File: src/include/io_line_config_pwm_defs.svh
// register indices, reset values and timing counts of the i/o line block
`ifndef IO_LINE_CONFIG_PWM_DEFS_SVH
`define IO_LINE_CONFIG_PWM_DEFS_SVH

// ----------------------------------------------------------------
// register indices on the command port
// ----------------------------------------------------------------
`define IDX_LINE3_SEL      5'h00
`define IDX_LINE4_SEL      5'h01
`define IDX_LINE5_SEL      5'h02
`define IDX_LINE8_SEL      5'h03
`define IDX_PWM_A_SEL      5'h04
`define IDX_PWM_B_SEL      5'h05
`define IDX_TH_MISO        5'h06
`define IDX_PWM_A_DUTY     5'h07
`define IDX_PWM_B_DUTY     5'h08
`define IDX_SMT_MISO       5'h09
`define IDX_SMT_MOSI       5'h0a
`define IDX_SMT_SELECT     5'h0b
`define IDX_SMT_SCLK       5'h0c
`define IDX_SMT_ATTN       5'h0d
`define IDX_PULL_EN        5'h0e
`define IDX_PULL_DIR       5'h0f
`define IDX_FWD_EN         5'h10
`define IDX_BIND_W0        5'h11
`define IDX_BIND_W1        5'h12
`define IDX_BIND_W2        5'h13
`define IDX_BIND_W3        5'h14
`define IDX_API_MODE       5'h15
`define IDX_STATUS         5'h16
`define NUM_CFG_REGS       22

// ----------------------------------------------------------------
// reset values
// ----------------------------------------------------------------
`define RST_LINE3_SEL      16'h0000
`define RST_LINE4_SEL      16'h0000
`define RST_LINE5_SEL      16'h0001
`define RST_LINE8_SEL      16'h0000
`define RST_PWM_A_SEL      16'h0001
`define RST_PWM_B_SEL      16'h0000
`define RST_TH_MISO        16'h0000
`define RST_DUTY           16'h0000
`define RST_SMT_ENABLE     16'h0001
`define RST_PULL_MAP       16'h00ff
`define RST_FWD_EN         16'h0001
`define RST_BIND_WORD      16'hffff
`define RST_API_MODE       16'h0000

// ----------------------------------------------------------------
// field limits and codes
// ----------------------------------------------------------------
`define DUTY_MAX           16'h03ff
`define MAP_MAX            16'h00ff
`define BIND_ANY           64'h0000_0000_0000_ffff
`define BIND_OFF           64'hffff_ffff_ffff_ffff
`define PULL_BIT_LINE4     0
`define PULL_BIT_LINE3     1
`define PULL_BIT_LINE8     6

// ----------------------------------------------------------------
// timing
// ----------------------------------------------------------------
`define CLK_PERIOD_NS      25
`define PWM_PERIOD_NS      64000
`define PWM_PERIOD_CYCLES  (`PWM_PERIOD_NS / `CLK_PERIOD_NS)
`define PWM_STEPS          1023
`define BLINK_HALF_NS      250000000
`define BLINK_HALF_CYCLES  (`BLINK_HALF_NS / `CLK_PERIOD_NS)

`endif

File: src/include/io_line_config_pwm_pkg.sv
// types shared by the i/o line configuration block
package io_line_config_pwm_pkg;

    // line function selector codes
    typedef enum logic [15:0] {
        FN_DISABLED = 16'h0000,
        FN_SPECIAL  = 16'h0001,
        FN_ANALOG   = 16'h0002,
        FN_INPUT    = 16'h0003,
        FN_OUT_LOW  = 16'h0004,
        FN_OUT_HIGH = 16'h0005
    } line_fn_e;

    // command from the host side
    typedef struct packed {
        logic        valid;
        logic        write;
        logic [4:0]  idx;
        logic [15:0] data;
    } cmd_s;

    // remote sample received by the radio side
    typedef struct packed {
        logic        valid;
        logic [63:0] src;
        logic [9:0]  ad0;
        logic [9:0]  ad1;
    } sample_s;

    // serial-peripheral function enables
    typedef struct packed {
        logic th_select;
        logic th_mosi;
        logic th_miso;
        logic smt_miso;
        logic smt_mosi;
        logic smt_select;
        logic smt_sclk;
        logic smt_attn;
    } spi_en_s;

endpackage

File: src/core/io_line_config_pwm.sv
// i/o line function, pull, pwm and sample forwarding configuration
//
// Summary of operation
// line 3 selects disabled, spi select, analog, input, out low, out high
// line 4 accepts 0,1,3,4,5 with 1 as spi mosi; 2 refused
// line 5 value 1 blinks association indicator; 3..5 input or outputs
// line 8 accepts only 0 and 3; sleep request does nothing
// under pin sleep line 8 is the sleep control input always
// under pin sleep all internal pull resistors are off
// pwm a selector: 0 off, 1 signal strength, 2 plain pwm
// bound remote channel zero samples update pwm a duty when plain pwm
// pwm b selector 0 or 2; bound remote samples update its duty
// 64 us pwm period, 10-bit duty, 0 none, 0x3ff full
// host sets selector to pwm then applies settings before use
// through-hole miso enable selector, default off
// surface-mount miso and mosi enables, default on
// surface-mount select, clock and attention enables, default on
// pull enable map bit connects line resistor, default 0xff
// pull direction map picks up or down, default 0xff
// pull settings act only on disabled or input lines
// pull bits: 0 line4, 1 line3, 6 line8, others elsewhere
// forwarding enable sends received samples as api frames, default on
// forwarding matters only when the binding is non-default
// forwarded samples only when api mode is 1 or 2
// api mode 0 raw, 1 framed, 2 framed with escapes
// binding of all 0xff bytes disables line passing
// out-of-range selector writes are refused, config unchanged
`include "io_line_config_pwm_defs.svh"
`timescale 1ns/1ps
`default_nettype none

module io_line_config_pwm #(
    parameter int unsigned BLINK_CYCLES = `BLINK_HALF_CYCLES,
    parameter int unsigned NUM_LINES    = 4
) (
    input  wire logic                            clk_i,
    input  wire logic                            rst_i,
    input  wire io_line_config_pwm_pkg::cmd_s    cmd_i,
    input  wire logic                            apply_i,
    output logic                                 rsp_valid_o,
    output logic                                 rsp_err_o,
    output logic [15:0]                          rsp_data_o,
    input  wire logic                            pin_sleep_i,
    input  wire logic                            associated_i,
    input  wire logic [9:0]                      signal_strength_output_duty_i,
    input  wire io_line_config_pwm_pkg::sample_s sample_i,
    input  wire logic [NUM_LINES-1:0]            line_in_i,
    output logic [NUM_LINES-1:0]                 line_oe_o,
    output logic [NUM_LINES-1:0]                 line_out_o,
    output logic [7:0]                           pull_en_o,
    output logic [7:0]                           pull_up_o,
    output io_line_config_pwm_pkg::spi_en_s      spi_en_o,
    output logic                                 pwm_output_a_o,
    output logic                                 pwm_output_b_o,
    output logic                                 fwd_o,
    output logic                                 fwd_escape_o
);
    localparam logic [11:0] PWM_CYC = 12'(`PWM_PERIOD_CYCLES);
    // --------
    // functions
    // --------
    // reset value of each configuration register
    function automatic logic [15:0] reset_val(input logic [4:0] idx);
        logic [15:0] v;
        v = 16'h0000;
        case (idx)
            `IDX_LINE5_SEL:  v = `RST_LINE5_SEL;
            `IDX_PWM_A_SEL:  v = `RST_PWM_A_SEL;
            `IDX_SMT_MISO, `IDX_SMT_MOSI, `IDX_SMT_SELECT,
            `IDX_SMT_SCLK, `IDX_SMT_ATTN: v = `RST_SMT_ENABLE;
            `IDX_PULL_EN, `IDX_PULL_DIR:  v = `RST_PULL_MAP;
            `IDX_FWD_EN:     v = `RST_FWD_EN;
            `IDX_BIND_W0, `IDX_BIND_W1,
            `IDX_BIND_W2, `IDX_BIND_W3:   v = `RST_BIND_WORD;
            default:         v = 16'h0000;
        endcase
        return v;
    endfunction

    // write legality per register
    function automatic logic write_ok(input logic [4:0]  idx,
                                      input logic [15:0] d);
        logic ok;
        ok = 1'b0;
        case (idx)
            // line 3 range
            `IDX_LINE3_SEL:  ok = (d <= 16'h0005);
            // line 4 skips analog
            `IDX_LINE4_SEL:  ok = (d <= 16'h0005) && (d != 16'h0002);
            `IDX_LINE5_SEL:  ok = (d <= 16'h0005) && (d != 16'h0002);
            // line 8 only 0 or 3
            `IDX_LINE8_SEL:  ok = (d == 16'h0000) || (d == 16'h0003);
            `IDX_PWM_A_SEL:  ok = (d <= 16'h0002);
            `IDX_PWM_B_SEL:  ok = (d == 16'h0000) || (d == 16'h0002);
            `IDX_TH_MISO, `IDX_SMT_MISO, `IDX_SMT_MOSI, `IDX_SMT_SELECT,
            `IDX_SMT_SCLK, `IDX_SMT_ATTN, `IDX_FWD_EN: ok = (d <= 16'h0001);
            `IDX_PWM_A_DUTY, `IDX_PWM_B_DUTY: ok = (d <= `DUTY_MAX);
            `IDX_PULL_EN, `IDX_PULL_DIR: ok = (d <= `MAP_MAX);
            `IDX_BIND_W0, `IDX_BIND_W1, `IDX_BIND_W2, `IDX_BIND_W3: ok = 1'b1;
            // api mode 0..2
            `IDX_API_MODE:   ok = (d <= 16'h0002);
            default:         ok = 1'b0;
        endcase
        return ok;
    endfunction

    // pull settings apply only to disabled or input lines
    function automatic logic pull_ok(input logic [15:0] fn);
        return (fn == io_line_config_pwm_pkg::FN_DISABLED) ||
               (fn == io_line_config_pwm_pkg::FN_INPUT);
    endfunction
    // --------
    // input synchronisers
    // --------
    logic                 sleep_m_q;
    logic                 sleep_s_q;
    logic [NUM_LINES-1:0] line_m_q;
    logic [NUM_LINES-1:0] line_s_q;

    // two flops on the pins
    always_ff @(posedge clk_i) begin
        if (rst_i) begin
            sleep_m_q <= 1'b0;
            sleep_s_q <= 1'b0;
            line_m_q  <= '0;
            line_s_q  <= '0;
        end else begin
            sleep_m_q <= pin_sleep_i;
            sleep_s_q <= sleep_m_q;
            line_m_q  <= line_in_i;
            line_s_q  <= line_m_q;
        end
    end
    // --------
    // configuration storage: pending and applied copies
    // --------
    logic [15:0] pend_q [`NUM_CFG_REGS];
    logic [15:0] act_q  [`NUM_CFG_REGS];
    logic        wr_go;
    logic        pass_en;
    logic        bound;
    logic        upd_a;
    logic        upd_b;
    logic [63:0] bind_w;

    assign wr_go  = cmd_i.valid && cmd_i.write &&
                    write_ok(cmd_i.idx, cmd_i.data);
    assign bind_w = {act_q[`IDX_BIND_W3], act_q[`IDX_BIND_W2],
                     act_q[`IDX_BIND_W1], act_q[`IDX_BIND_W0]};
    // all ones turns passing off
    assign pass_en = (bind_w != `BIND_OFF);
    assign bound   = pass_en && sample_i.valid &&
                     ((bind_w == `BIND_ANY) || (sample_i.src == bind_w));
    // channel zero drives pwm a when plain pwm
    assign upd_a = bound && (act_q[`IDX_PWM_A_SEL] == 16'h0002);
    // pwm b follows remote analog samples
    assign upd_b = bound && (act_q[`IDX_PWM_B_SEL] == 16'h0002);

    // pending copy takes legal writes; samples win over a write
    always_ff @(posedge clk_i) begin
        if (rst_i) begin
            for (int i = 0; i < `NUM_CFG_REGS; i++) begin
                pend_q[i] <= reset_val(5'(i));
            end
        end else begin
            // illegal values leave storage unchanged
            if (wr_go) begin
                pend_q[cmd_i.idx] <= cmd_i.data;
            end
            if (upd_a) begin
                pend_q[`IDX_PWM_A_DUTY] <= {6'h00, sample_i.ad0};
            end
            if (upd_b) begin
                pend_q[`IDX_PWM_B_DUTY] <= {6'h00, sample_i.ad1};
            end
        end
    end

    // applied copy follows pending on the apply command
    always_ff @(posedge clk_i) begin
        if (rst_i) begin
            for (int i = 0; i < `NUM_CFG_REGS; i++) begin
                act_q[i] <= reset_val(5'(i));
            end
        end else begin
            // new config only after apply
            if (apply_i) begin
                for (int i = 0; i < `NUM_CFG_REGS; i++) begin
                    act_q[i] <= pend_q[i];
                end
            end
            if (upd_a) begin
                act_q[`IDX_PWM_A_DUTY] <= {6'h00, sample_i.ad0};
            end
            if (upd_b) begin
                act_q[`IDX_PWM_B_DUTY] <= {6'h00, sample_i.ad1};
            end
        end
    end
    // --------
    // command answer
    // --------
    always_ff @(posedge clk_i) begin
        if (rst_i) begin
            rsp_valid_o <= 1'b0;
            rsp_err_o   <= 1'b0;
            rsp_data_o  <= 16'h0000;
        end else begin
            rsp_valid_o <= cmd_i.valid;
            rsp_err_o   <= cmd_i.valid && cmd_i.write && !wr_go;
            if (cmd_i.valid && !cmd_i.write) begin
                if (cmd_i.idx == `IDX_STATUS) begin
                    rsp_data_o <= {10'h000, associated_i, sleep_s_q,
                                   4'(line_s_q)};
                end else if (cmd_i.idx < 5'(`NUM_CFG_REGS)) begin
                    rsp_data_o <= pend_q[cmd_i.idx];
                end else begin
                    rsp_data_o <= 16'h0000;
                end
            end
        end
    end
    // --------
    // association blink
    // --------
    logic [31:0] blink_cnt_q;
    logic        blink_q;
    // toggles only while associated
    always_ff @(posedge clk_i) begin
        if (rst_i) begin
            blink_cnt_q <= 32'h0000_0000;
            blink_q     <= 1'b0;
        end else if (!associated_i) begin
            blink_cnt_q <= 32'h0000_0000;
            blink_q     <= 1'b0;
        end else if (blink_cnt_q >= BLINK_CYCLES - 1) begin
            blink_cnt_q <= 32'h0000_0000;
            blink_q     <= !blink_q;
        end else begin
            blink_cnt_q <= blink_cnt_q + 32'h0000_0001;
        end
    end
    // --------
    // line drivers: 0 line 3, 1 line 4, 2 line 5, 3 line 8
    // --------
    logic [15:0] line_fn [NUM_LINES];
    assign line_fn[0] = act_q[`IDX_LINE3_SEL];
    assign line_fn[1] = act_q[`IDX_LINE4_SEL];
    assign line_fn[2] = act_q[`IDX_LINE5_SEL];
    assign line_fn[3] = act_q[`IDX_LINE8_SEL];

    genvar g;
    generate
        for (g = 0; g < NUM_LINES; g++) begin : g_line
            // output codes drive the pin
            always_ff @(posedge clk_i) begin
                if (rst_i) begin
                    line_oe_o[g]  <= 1'b0;
                    line_out_o[g] <= 1'b0;
                end else if (g == 3 && sleep_s_q) begin
                    // sleep control input
                    line_oe_o[g]  <= 1'b0;
                    line_out_o[g] <= 1'b0;
                end else begin
                    case (line_fn[g])
                        io_line_config_pwm_pkg::FN_OUT_LOW: begin
                            line_oe_o[g]  <= 1'b1;
                            line_out_o[g] <= 1'b0;
                        end
                        io_line_config_pwm_pkg::FN_OUT_HIGH: begin
                            line_oe_o[g]  <= 1'b1;
                            line_out_o[g] <= 1'b1;
                        end
                        io_line_config_pwm_pkg::FN_SPECIAL: begin
                            // indicator on line 5 only
                            line_oe_o[g]  <= (g == 2);
                            line_out_o[g] <= (g == 2) && blink_q;
                        end
                        default: begin
                            line_oe_o[g]  <= 1'b0;
                            line_out_o[g] <= 1'b0;
                        end
                    endcase
                end
            end
        end
    endgenerate
    // --------
    // pull resistors
    // --------
    logic [7:0] pull_gate;
    // gate by line function
    always_comb begin
        pull_gate = 8'hff;
        // map bits to lines
        pull_gate[`PULL_BIT_LINE4] = pull_ok(line_fn[1]);
        pull_gate[`PULL_BIT_LINE3] = pull_ok(line_fn[0]);
        pull_gate[`PULL_BIT_LINE8] = pull_ok(line_fn[3]);
    end

    // enable map, R16: direction map
    always_ff @(posedge clk_i) begin
        if (rst_i) begin
            pull_en_o <= 8'h00;
            pull_up_o <= 8'h00;
        end else begin
            // pin sleep overrides pulls
            pull_en_o <= sleep_s_q ? 8'h00 :
                         (act_q[`IDX_PULL_EN][7:0] & pull_gate);
            pull_up_o <= act_q[`IDX_PULL_DIR][7:0];
        end
    end
    // --------
    // serial-peripheral enables
    // --------
    always_ff @(posedge clk_i) begin
        if (rst_i) begin
            spi_en_o <= '0;
        end else begin
            // line 3 slave select
            spi_en_o.th_select  <= (line_fn[0] == 16'h0001);
            // line 4 mosi
            spi_en_o.th_mosi    <= (line_fn[1] == 16'h0001);
            // through-hole miso
            spi_en_o.th_miso    <= act_q[`IDX_TH_MISO][0];
            // surface-mount data lines
            spi_en_o.smt_miso   <= act_q[`IDX_SMT_MISO][0];
            spi_en_o.smt_mosi   <= act_q[`IDX_SMT_MOSI][0];
            // surface-mount control lines
            spi_en_o.smt_select <= act_q[`IDX_SMT_SELECT][0];
            spi_en_o.smt_sclk   <= act_q[`IDX_SMT_SCLK][0];
            spi_en_o.smt_attn   <= act_q[`IDX_SMT_ATTN][0];
        end
    end
    // --------
    // pwm outputs
    // --------
    logic [11:0] pwm_cnt_q;
    logic [21:0] phase;
    logic [9:0]  duty_a;
    logic [9:0]  duty_b;
    // 64 us period counter
    always_ff @(posedge clk_i) begin
        if (rst_i) begin
            pwm_cnt_q <= 12'h000;
        end else if (pwm_cnt_q == PWM_CYC - 12'h001) begin
            pwm_cnt_q <= 12'h000;
        end else begin
            pwm_cnt_q <= pwm_cnt_q + 12'h001;
        end
    end

    assign phase  = 22'(pwm_cnt_q) * 22'(`PWM_STEPS);
    // signal strength or stored duty
    assign duty_a = (act_q[`IDX_PWM_A_SEL] == 16'h0001) ?
                    signal_strength_output_duty_i : act_q[`IDX_PWM_A_DUTY][9:0];
    assign duty_b = act_q[`IDX_PWM_B_DUTY][9:0];

    // high while step below duty
    always_ff @(posedge clk_i) begin
        if (rst_i) begin
            pwm_output_a_o <= 1'b0;
            pwm_output_b_o <= 1'b0;
        end else begin
            pwm_output_a_o <= (act_q[`IDX_PWM_A_SEL] != 16'h0000) &&
                              (phase < 22'(duty_a) * 22'(PWM_CYC));
            pwm_output_b_o <= (act_q[`IDX_PWM_B_SEL] == 16'h0002) &&
                              (phase < 22'(duty_b) * 22'(PWM_CYC));
        end
    end
    // --------
    // sample forwarding to the host
    // --------
    logic [15:0] api_mode;
    assign api_mode = act_q[`IDX_API_MODE];
    // forward strobe and framing mode
    always_ff @(posedge clk_i) begin
        if (rst_i) begin
            fwd_o        <= 1'b0;
            fwd_escape_o <= 1'b0;
        end else begin
            // enable, R20: bound, R21: framed mode
            fwd_o <= bound && act_q[`IDX_FWD_EN][0] &&
                     ((api_mode == 16'h0001) || (api_mode == 16'h0002));
            // escaped framing
            fwd_escape_o <= (api_mode == 16'h0002);
        end
    end

endmodule

`default_nettype wire

File: config.mk
export PLATFORM = sky130hd
export DESIGN_NAME = io_line_config_pwm
export DESIGN_NICKNAME = d
export VERILOG_FILES = /design/src/include/io_line_config_pwm_pkg.sv /design/src/core/io_line_config_pwm.sv
export VERILOG_INCLUDE_DIRS = /design/src /design/src/include
export SDC_FILE = /design/constraint.sdc
export NUM_CORES = 1
export LEC_CHECK = 0
export BUFFER_PORTS_ARGS = -buffer_cell sky130_fd_sc_hd__buf_2
export CAP_MARGIN = 20
export CORE_ASPECT_RATIO = 0.7
export CORE_MARGIN = 2
export CORE_UTILIZATION = 60
export CTS_BUF_LIST = sky130_fd_sc_hd__clkbuf_4 sky130_fd_sc_hd__clkbuf_8 sky130_fd_sc_hd__clkbuf_16
export DETAILED_ROUTE_END_ITERATION = 6
export GPL_ROUTABILITY_DRIVEN = 0
export PLACE_DENSITY_LB_ADDON = 0.3
export SLEW_MARGIN = 0
export SYNTH_ARGS = -nofsm -noshare
export SYNTH_HDL_FRONTEND = slang
export SYNTH_SLANG_ARGS = --single-unit
File: constraint.sdc
create_clock -name clk_i -period 12.15 [get_ports clk_i]
set_input_delay 0.6075 -clock clk_i [delete_from_list [all_inputs] [get_ports clk_i]]
set_output_delay 0.6075 -clock clk_i [all_outputs]
set_load 0.03 [all_outputs]
## Yosys cells after proc, flatten, opt, wreduce, memory -nomap -nowiden

Memory sizes are Yosys's and may differ from the RTL's. A register that Yosys moved wholly into a read port is not among the register bits.
Index checks and enable logic that the tools add are counted.

| storage, ports and cells | value |
|---|---|
| word-level logic and storage cells | 228 |
| bits in writable memories | 704 |
| memories kept | 2 |
| flip-flop bits (word level) | 95 |

Memories:

| memory | depth | width | read ports | clocked after memory_dff | write ports | line | source |
|---|---|---|---|---|---|---|---|
| act_q | 22 | 16 | 22 | 7 | 22 | io_line_config_pwm.sv:138 | `` logic [15:0] act_q [`NUM_CFG_REGS]; `` |
| pend_q | 22 | 16 | 23 | 0 | 22 | io_line_config_pwm.sv:137 | `` logic [15:0] pend_q [`NUM_CFG_REGS]; `` |

| cells by class | value |
|---|---|
| $mul | 3 |
| order comparisons | 9 |
| muxes and demuxes | 59 |
| $add $sub $neg | 2 |
| reductions and logical operators | 44 |
| bitwise gates (word level) | 34 |
| equal/unequal tests | 50 |

Operator list:

| operator | count |
|---|---|
| $mux 16 | 33 |
| $eq 16x2->1 const B | 8 |
| $eq 16x3->1 const B | 8 |
| $eq 16x1->1 const B | 5 |
| $eq 64x16->1 const B | 1 |
| $eq 64x64->1 | 1 |
| $logic_not 16->1 | 4 |
| $ne 64x64->1 const B | 1 |
| $eq 5x5->1 const B | 9 |
| $lt 22x22->1 | 2 |
| $eq 5x4->1 const B | 8 |
| $add 32x1->32 const B | 1 |
| $ge 32x24->1 const B | 1 |
| $mul 10x3->13 const B | 2 |
| $or 1x1->1 | 26 |
| $mul 12x10->22 const B | 1 |
| $mux 1 | 22 |
| $eq 5x3->1 const B | 4 |
| $reduce_or 2->1 | 10 |
| $le 16x1->1 const B | 1 |
| $le 16x10->1 const B | 1 |
| $le 16x2->1 const B | 1 |
| $le 16x3->1 const B | 1 |
| $le 16x8->1 const B | 1 |
| other kinds (22) | 49 |

## Depth between registers and ports, before layout

An unclocked memory read counts as a cell.

| logic depth | value |
|---|---|
| depth after elaboration | 14 |
| mapped depth | 27 |
| depth with buffers taken out | 27 |

## Worst setup path before layout

Ideal clock, no wire load.

| timing path | value |
|---|---|
| path type | reg2reg |
| start point | reg pwm_cnt_q[5] |
| end point | reg pwm_output_b_o |
| clock period less this slack | 6.241 ns |
| cell stages (with the launch flop) | 27 |
| data required time | 12.076 ns |
| path buffers | 0 |
| path slack | 5.909 ns |
| arrival time | 6.166 ns |
| path through | dfxtp_1 -> inv_1 -> fa_1 -> inv_1 -> fa_1 -> inv_1 -> fa_1 -> inv_1 -> fa_1 -> inv_1 -> fa_1 -> inv_1 -> ha_1 -> o21ai_0 -> nor4_1 -> nor2_1 -> nand2_1 -> and2_1 -> a21boi_0 -> xnor2_1 -> ha_1 -> and3_1 -> a2111o_1 -> nand2_1 -> nand3_1 -> maj3_1 -> a31oi_1 |

| between the ends | value |
|---|---|
| word-level cells in the longest chain between the ends | 3 |

RTL lines:

| element | line | source |
|---|---|---|
| start: declaration | io_line_config_pwm.sv:338 | `logic [11:0] pwm_cnt_q;` |
| start signal: assignment | io_line_config_pwm.sv:349 | `pwm_cnt_q <= pwm_cnt_q + 12'h001;` |
| $mul 12x10->22 | io_line_config_pwm.sv:353 | `` assign phase = 22'(pwm_cnt_q) * 22'(`PWM_STEPS); `` |
| $lt 22x22->1 | io_line_config_pwm.sv:368 | `(phase < 22'(duty_b) * 22'(PWM_CYC));` |
| $logic_and 1x1->1 | io_line_config_pwm.sv:367 | `` pwm_output_b_o <= (act_q[`IDX_PWM_B_SEL] == 16'h0002) && `` |
| end signal: assignment | io_line_config_pwm.sv:367 |  |
| end: declaration | io_line_config_pwm.sv:54 | `output logic pwm_output_b_o,` |

No other way between the ends.
A chain may end at the register's enable or synchronous reset.

## Worst setup path after layout

| timing path | value |
|---|---|
| start point | reg pwm_cnt_q[5] |
| end point | reg pwm_output_a_o |

| between the ends | value |
|---|---|
| word-level cells in the longest chain between the ends | 3 |

RTL lines:

| element | line | source |
|---|---|---|
| $mul 12x10->22 | io_line_config_pwm.sv:353 |  |
| $lt 22x22->1 | io_line_config_pwm.sv:366 | `(phase < 22'(duty_a) * 22'(PWM_CYC));` |
| $logic_and 1x1->1 | io_line_config_pwm.sv:365 | `` pwm_output_a_o <= (act_q[`IDX_PWM_A_SEL] != 16'h0000) && `` |
| end signal: assignment | io_line_config_pwm.sv:365 |  |
| end: declaration | io_line_config_pwm.sv:53 | `output logic pwm_output_a_o,` |

No other way between the ends.

==> impl_table.tex <==
\begin{tabular}{lr}
\hline
Metric & Value \\
\hline
\multicolumn{2}{l}{\textbf{GRT}} \\
Global routing met1 resource utilization & 45.6\% \\
Overflow after GRT & 0 \\
Via count of the first global-routing pass & 20900 \\
GRT Resource Usage Total & between 30\% and 40\% \\
Maximum number of pins on one net before global-route repair & 102 \\
Highest-utilization routing layer at the global route stage & met1 \\
Global routing met3 resource utilization & 10.4\% \\
Met2 GRT Util & 45.5\% \\
Initial antenna violation count & 3 \\
Global-route wire length before repair & 130 mm \\
\multicolumn{2}{l}{\textbf{Die}} \\
Number of top-level design ports & 181 \\
Y dimension of the die & 200 µm \\
Effective utilization at floorplan & 60.9\% \\
Total Die Area & roughly 57000 µm² \\
DIE WIDTH & about 280 µm \\
Core Area & 53900 µm² \\
Number of core rows & 71 \\
\multicolumn{2}{l}{\textbf{Clock network}} \\
Cts repair resizes & 0 \\
Number of H-tree levels & 3 \\
Number of post-CTS setup repair buffers & 0 \\
Latest clock arrival within the worst-skew pair & roughly 0.62 ns \\
CTS hold repair buffers & 0 \\
Maximum number of buffers from clock root to sink & 3 \\
Clock-pin slew on the worst setup and hold paths & 0.06 ns \\
TritonCTS buffer count & 68 \\
Clock root buffer & sky130\_fd\_sc\_hd\_\_clkbuf\_16 \\
Clk sink count & just over 700 \\
Clock tree from TritonCTS & done \\
\multicolumn{2}{l}{\textbf{Logic synthesis}} \\
Number of different library cells in the post-synthesis netlist & 69 \\
Ys flop type & sky130\_fd\_sc\_hd\_\_edfxtp\_1 \\
Synthesis Warnings & 0 \\
Share of synthesized flip-flops with an asynchronous set or reset & 0\% \\
Gate count of the mapped netlist & 2289 \\
Share of synthesized area occupied by flip-flops and latches & 61.4\% \\
Combined area of all synthesized cells & 32800 µm² \\
Number of synthesized register bits & $\sim$710 \\
Number of enable-type register cells in the synthesized netlist & between 500 and 600 \\
Synthesized area divided by synthesized cell count & roughly 14 µm² \\
\multicolumn{2}{l}{\textbf{Status}} \\
Run status & finished clean \\
\multicolumn{2}{l}{\textbf{Drt}} \\
Mean number of vias per cell & 6.10 \\
Avg WL per Cell & $\sim$25 µm \\
Via count of the routed design & 21400 \\
Drt initial violations & $\sim$2800 \\
Detailed-routing iteration count for the pre-antenna-repair pass & 6 \\
Post-route DRC violation count & 0 \\
Antenna Nets Post-Route & 0 \\
Detailed Route WL & roughly 88 mm \\
\multicolumn{2}{l}{\textbf{Worst setup path}} \\
Arrival time at the worst endpoint & 7.41 ns \\
Kind of start point of the critical path & register \\
Largest driver fanout on the critical path & 6 \\
Category of the critical setup timing path & reg2reg \\
Number of cell instances on the worst register-to-register path & 26 \\
Worst Setup End Kind & register \\
WP data required & about 13 ns \\
\multicolumn{2}{l}{\textbf{STA}} \\
Share of the clock period used by the worst path & 56.6\% \\
Setup repair after global routing missed its margin & no \\
Final count of pins violating max slew & 0 \\
Max Clock Skew & 0.0233 ns \\
Tightest Pin Transition & between 1 and 1.5 ns \\
Slew margin rel. & between 20\% and 30\% \\
Setup TNS & 0 ns \\
Worst setup margin & 5.27 ns \\
Setup violation total in the final timing report & 0 \\
Final hold viol count & 0 \\
Tightest hold margin & $\sim$0.21 ns \\
Achievable frequency & 145 MHz \\
Time the final worst path needs with I/O delays and setup & 6.88 ns \\
\multicolumn{2}{l}{\textbf{Layout}} \\
Core occupancy in the finished layout & 70.3\% \\
Ratio of cells with drive above 1 in the final layout & 18.5\% \\
P\&R area growth vs syn & 15.4\% \\
Post-layout net count & approximately 3000 \\
Filler-free cell count of the finished design & between 3000 and 4000 \\
Final Cell Area & approximately 38000 µm² \\
\multicolumn{2}{l}{\textbf{Flow run}} \\
Max cap viols & 0 \\
\multicolumn{2}{l}{\textbf{Worst hold path}} \\
Cell depth of the worst hold path & 2 \\
HP Class & in2reg \\
\multicolumn{2}{l}{\textbf{Power and ir drop}} \\
Standby leakage power & approximately 15 nW \\
Total power of the final layout & 5.60 mW \\
Pwr dens & 148 nW/µm² \\
Peak supply drop & 0.0000966 V \\
\multicolumn{2}{l}{\textbf{Placement}} \\
Worst-case setup slack after placement & around 5.4 ns \\
Total half-perimeter wirelength after legalization and detailed placement & 62.1 mm \\
Number of placed instances, taps included & 3384 \\
Buffers on Ports & 180 \\
Dpl cell area & approximately 36000 µm² \\
\hline
\end{tabular}
layout by cell type (no fill, tap or decap), types with 40 or more instances in the layout:
cell | Yosys | routed
sky130_fd_sc_hd__a22o_1 | 40 | 40
sky130_fd_sc_hd__a22oi_1 | 58 | 58
sky130_fd_sc_hd__and2_1 | 120 | 120
sky130_fd_sc_hd__buf_2 | 15 | 178
sky130_fd_sc_hd__buf_4 | 1 | 41
sky130_fd_sc_hd__clkbuf_16 | 0 | 74
sky130_fd_sc_hd__conb_1 | 1 | 257
sky130_fd_sc_hd__dfxtp_1 | 121 | 121
sky130_fd_sc_hd__edfxtp_1 | 591 | 591
sky130_fd_sc_hd__fa_1 | 59 | 59
sky130_fd_sc_hd__ha_1 | 119 | 119
sky130_fd_sc_hd__inv_1 | 116 | 116
sky130_fd_sc_hd__mux4_2 | 96 | 96
sky130_fd_sc_hd__nand2_1 | 40 | 40
sky130_fd_sc_hd__nand2b_1 | 48 | 48
sky130_fd_sc_hd__nand4_1 | 41 | 41
sky130_fd_sc_hd__nor2_1 | 99 | 99
sky130_fd_sc_hd__nor2b_1 | 57 | 56
sky130_fd_sc_hd__nor4_1 | 56 | 56
sky130_fd_sc_hd__or2_2 | 51 | 50
sky130_fd_sc_hd__or3_1 | 78 | 78
sky130_fd_sc_hd__xor2_1 | 90 | 90
worst paths after layout:
kind                                            startpoint                         to  slack, ns
worst max register to register     pwm_cnt_q[5]$_SDFF_PP0_  pwm_output_a_o$_SDFF_PP0_       5.27
worst min-delay path                           pin_sleep_i       sleep_m_q$_SDFF_PP0_       0.21
worst min register to register  act_q[14][4]$_SDFFCE_PN1P_    pull_en_o[4]$_SDFF_PP0_       0.44
worst max-delay path               pwm_cnt_q[5]$_SDFF_PP0_  pwm_output_a_o$_SDFF_PP0_       5.27
critical path, cell delays in order (launching register included):
cell	delay (ns)
sky130_fd_sc_hd__dfxtp_1	0.51
sky130_fd_sc_hd__inv_1	0.15
sky130_fd_sc_hd__fa_1	0.68
sky130_fd_sc_hd__inv_1	0.09
sky130_fd_sc_hd__fa_1	0.53
sky130_fd_sc_hd__inv_1	0.05
sky130_fd_sc_hd__fa_1	0.47
sky130_fd_sc_hd__inv_1	0.05
sky130_fd_sc_hd__fa_1	0.52
sky130_fd_sc_hd__inv_1	0.05
sky130_fd_sc_hd__fa_1	0.51
sky130_fd_sc_hd__inv_1	0.04
sky130_fd_sc_hd__ha_1	0.27
sky130_fd_sc_hd__o21ai_0	0.15
sky130_fd_sc_hd__nor4_1	0.34
sky130_fd_sc_hd__nor2_1	0.12
sky130_fd_sc_hd__a21oi_1	0.28
sky130_fd_sc_hd__a21oi_1	0.14
sky130_fd_sc_hd__xnor2_1	0.28
sky130_fd_sc_hd__ha_1	0.30
sky130_fd_sc_hd__a21o_1	0.18
sky130_fd_sc_hd__a21oi_1	0.15
sky130_fd_sc_hd__nor2b_1	0.06
sky130_fd_sc_hd__o21ai_0	0.17
sky130_fd_sc_hd__nand3_1	0.13
sky130_fd_sc_hd__maj3_1	0.38
sky130_fd_sc_hd__a31oi_1	0.19
area by class of cell:
cell class | instances | area, µm²
antenna | 1 | 2.50
fill | 3557 | 16000
timing repair buffer | 222 | 1260
sequential | 712 | 20200
clock inverter | 27 | 253
tap | 730 | 913
multi-input combinational | 1607 | 12800
clock buffer | 94 | 2040
inverter | 117 | 439
sequential cells by signal, indices dropped and copies added (netlist names):
register and count:
pend_q 384, act_q 219, blink_cnt_q 32, rsp_data_o 16, pwm_cnt_q 12, pull_en_o 8
pull_up_o 8, spi_en_o 8, line_m_q 4, line_oe_o 4, line_out_o 4, line_s_q 4
blink_q 1, fwd_escape_o 1, fwd_o 1, pwm_output_a_o 1, pwm_output_b_o 1, rsp_err_o 1
rsp_valid_o 1, sleep_m_q 1, sleep_s_q 1
power by group:
part           switching [mW]  internal [mW]
Combinational           0.327          0.199
Clock                   0.924           1.25
Sequential             0.0869           2.81
logic make-up after synthesis:
kind of cell | synth area share, %
AO/OA/AOI/OAI | 4.90
XOR/XNOR | 3.33
adder cells (fa/ha/maj) | 8.22
buffers and inverters | 2.65
flip-flops | 61.4
multiplexers | 6.92
other | 0.0114
AND/OR/NAND/NOR | 12.5
per-layer routing:
metal / part of all wire (%) / vias to the layer above
li1: - / 9176
met1: 39 / 10600
met4: 2.7 / 0
met5: 0 / -
met2: 44 / 1477
met3: 15 / 177
synth_stat cells, types with 51 or more instances:
cell | n | area, µm²
sky130_fd_sc_hd__mux4_2 | 96 | 2160
sky130_fd_sc_hd__fa_1 | 59 | 1180
sky130_fd_sc_hd__edfxtp_1 | 591 | 17700
sky130_fd_sc_hd__clkbuf_1 | 79 | 297
sky130_fd_sc_hd__inv_1 | 116 | 435
sky130_fd_sc_hd__and2_1 | 120 | 751
sky130_fd_sc_hd__nor2_1 | 99 | 372
sky130_fd_sc_hd__a22oi_1 | 58 | 435
sky130_fd_sc_hd__or2_2 | 51 | 319
sky130_fd_sc_hd__or3_1 | 78 | 488
sky130_fd_sc_hd__nor4_1 | 56 | 350
sky130_fd_sc_hd__nor2b_1 | 57 | 357
sky130_fd_sc_hd__dfxtp_1 | 121 | 2420
sky130_fd_sc_hd__xor2_1 | 90 | 788
sky130_fd_sc_hd__ha_1 | 119 | 1490
Note: power is estimated with default switching activity, not from simulation.
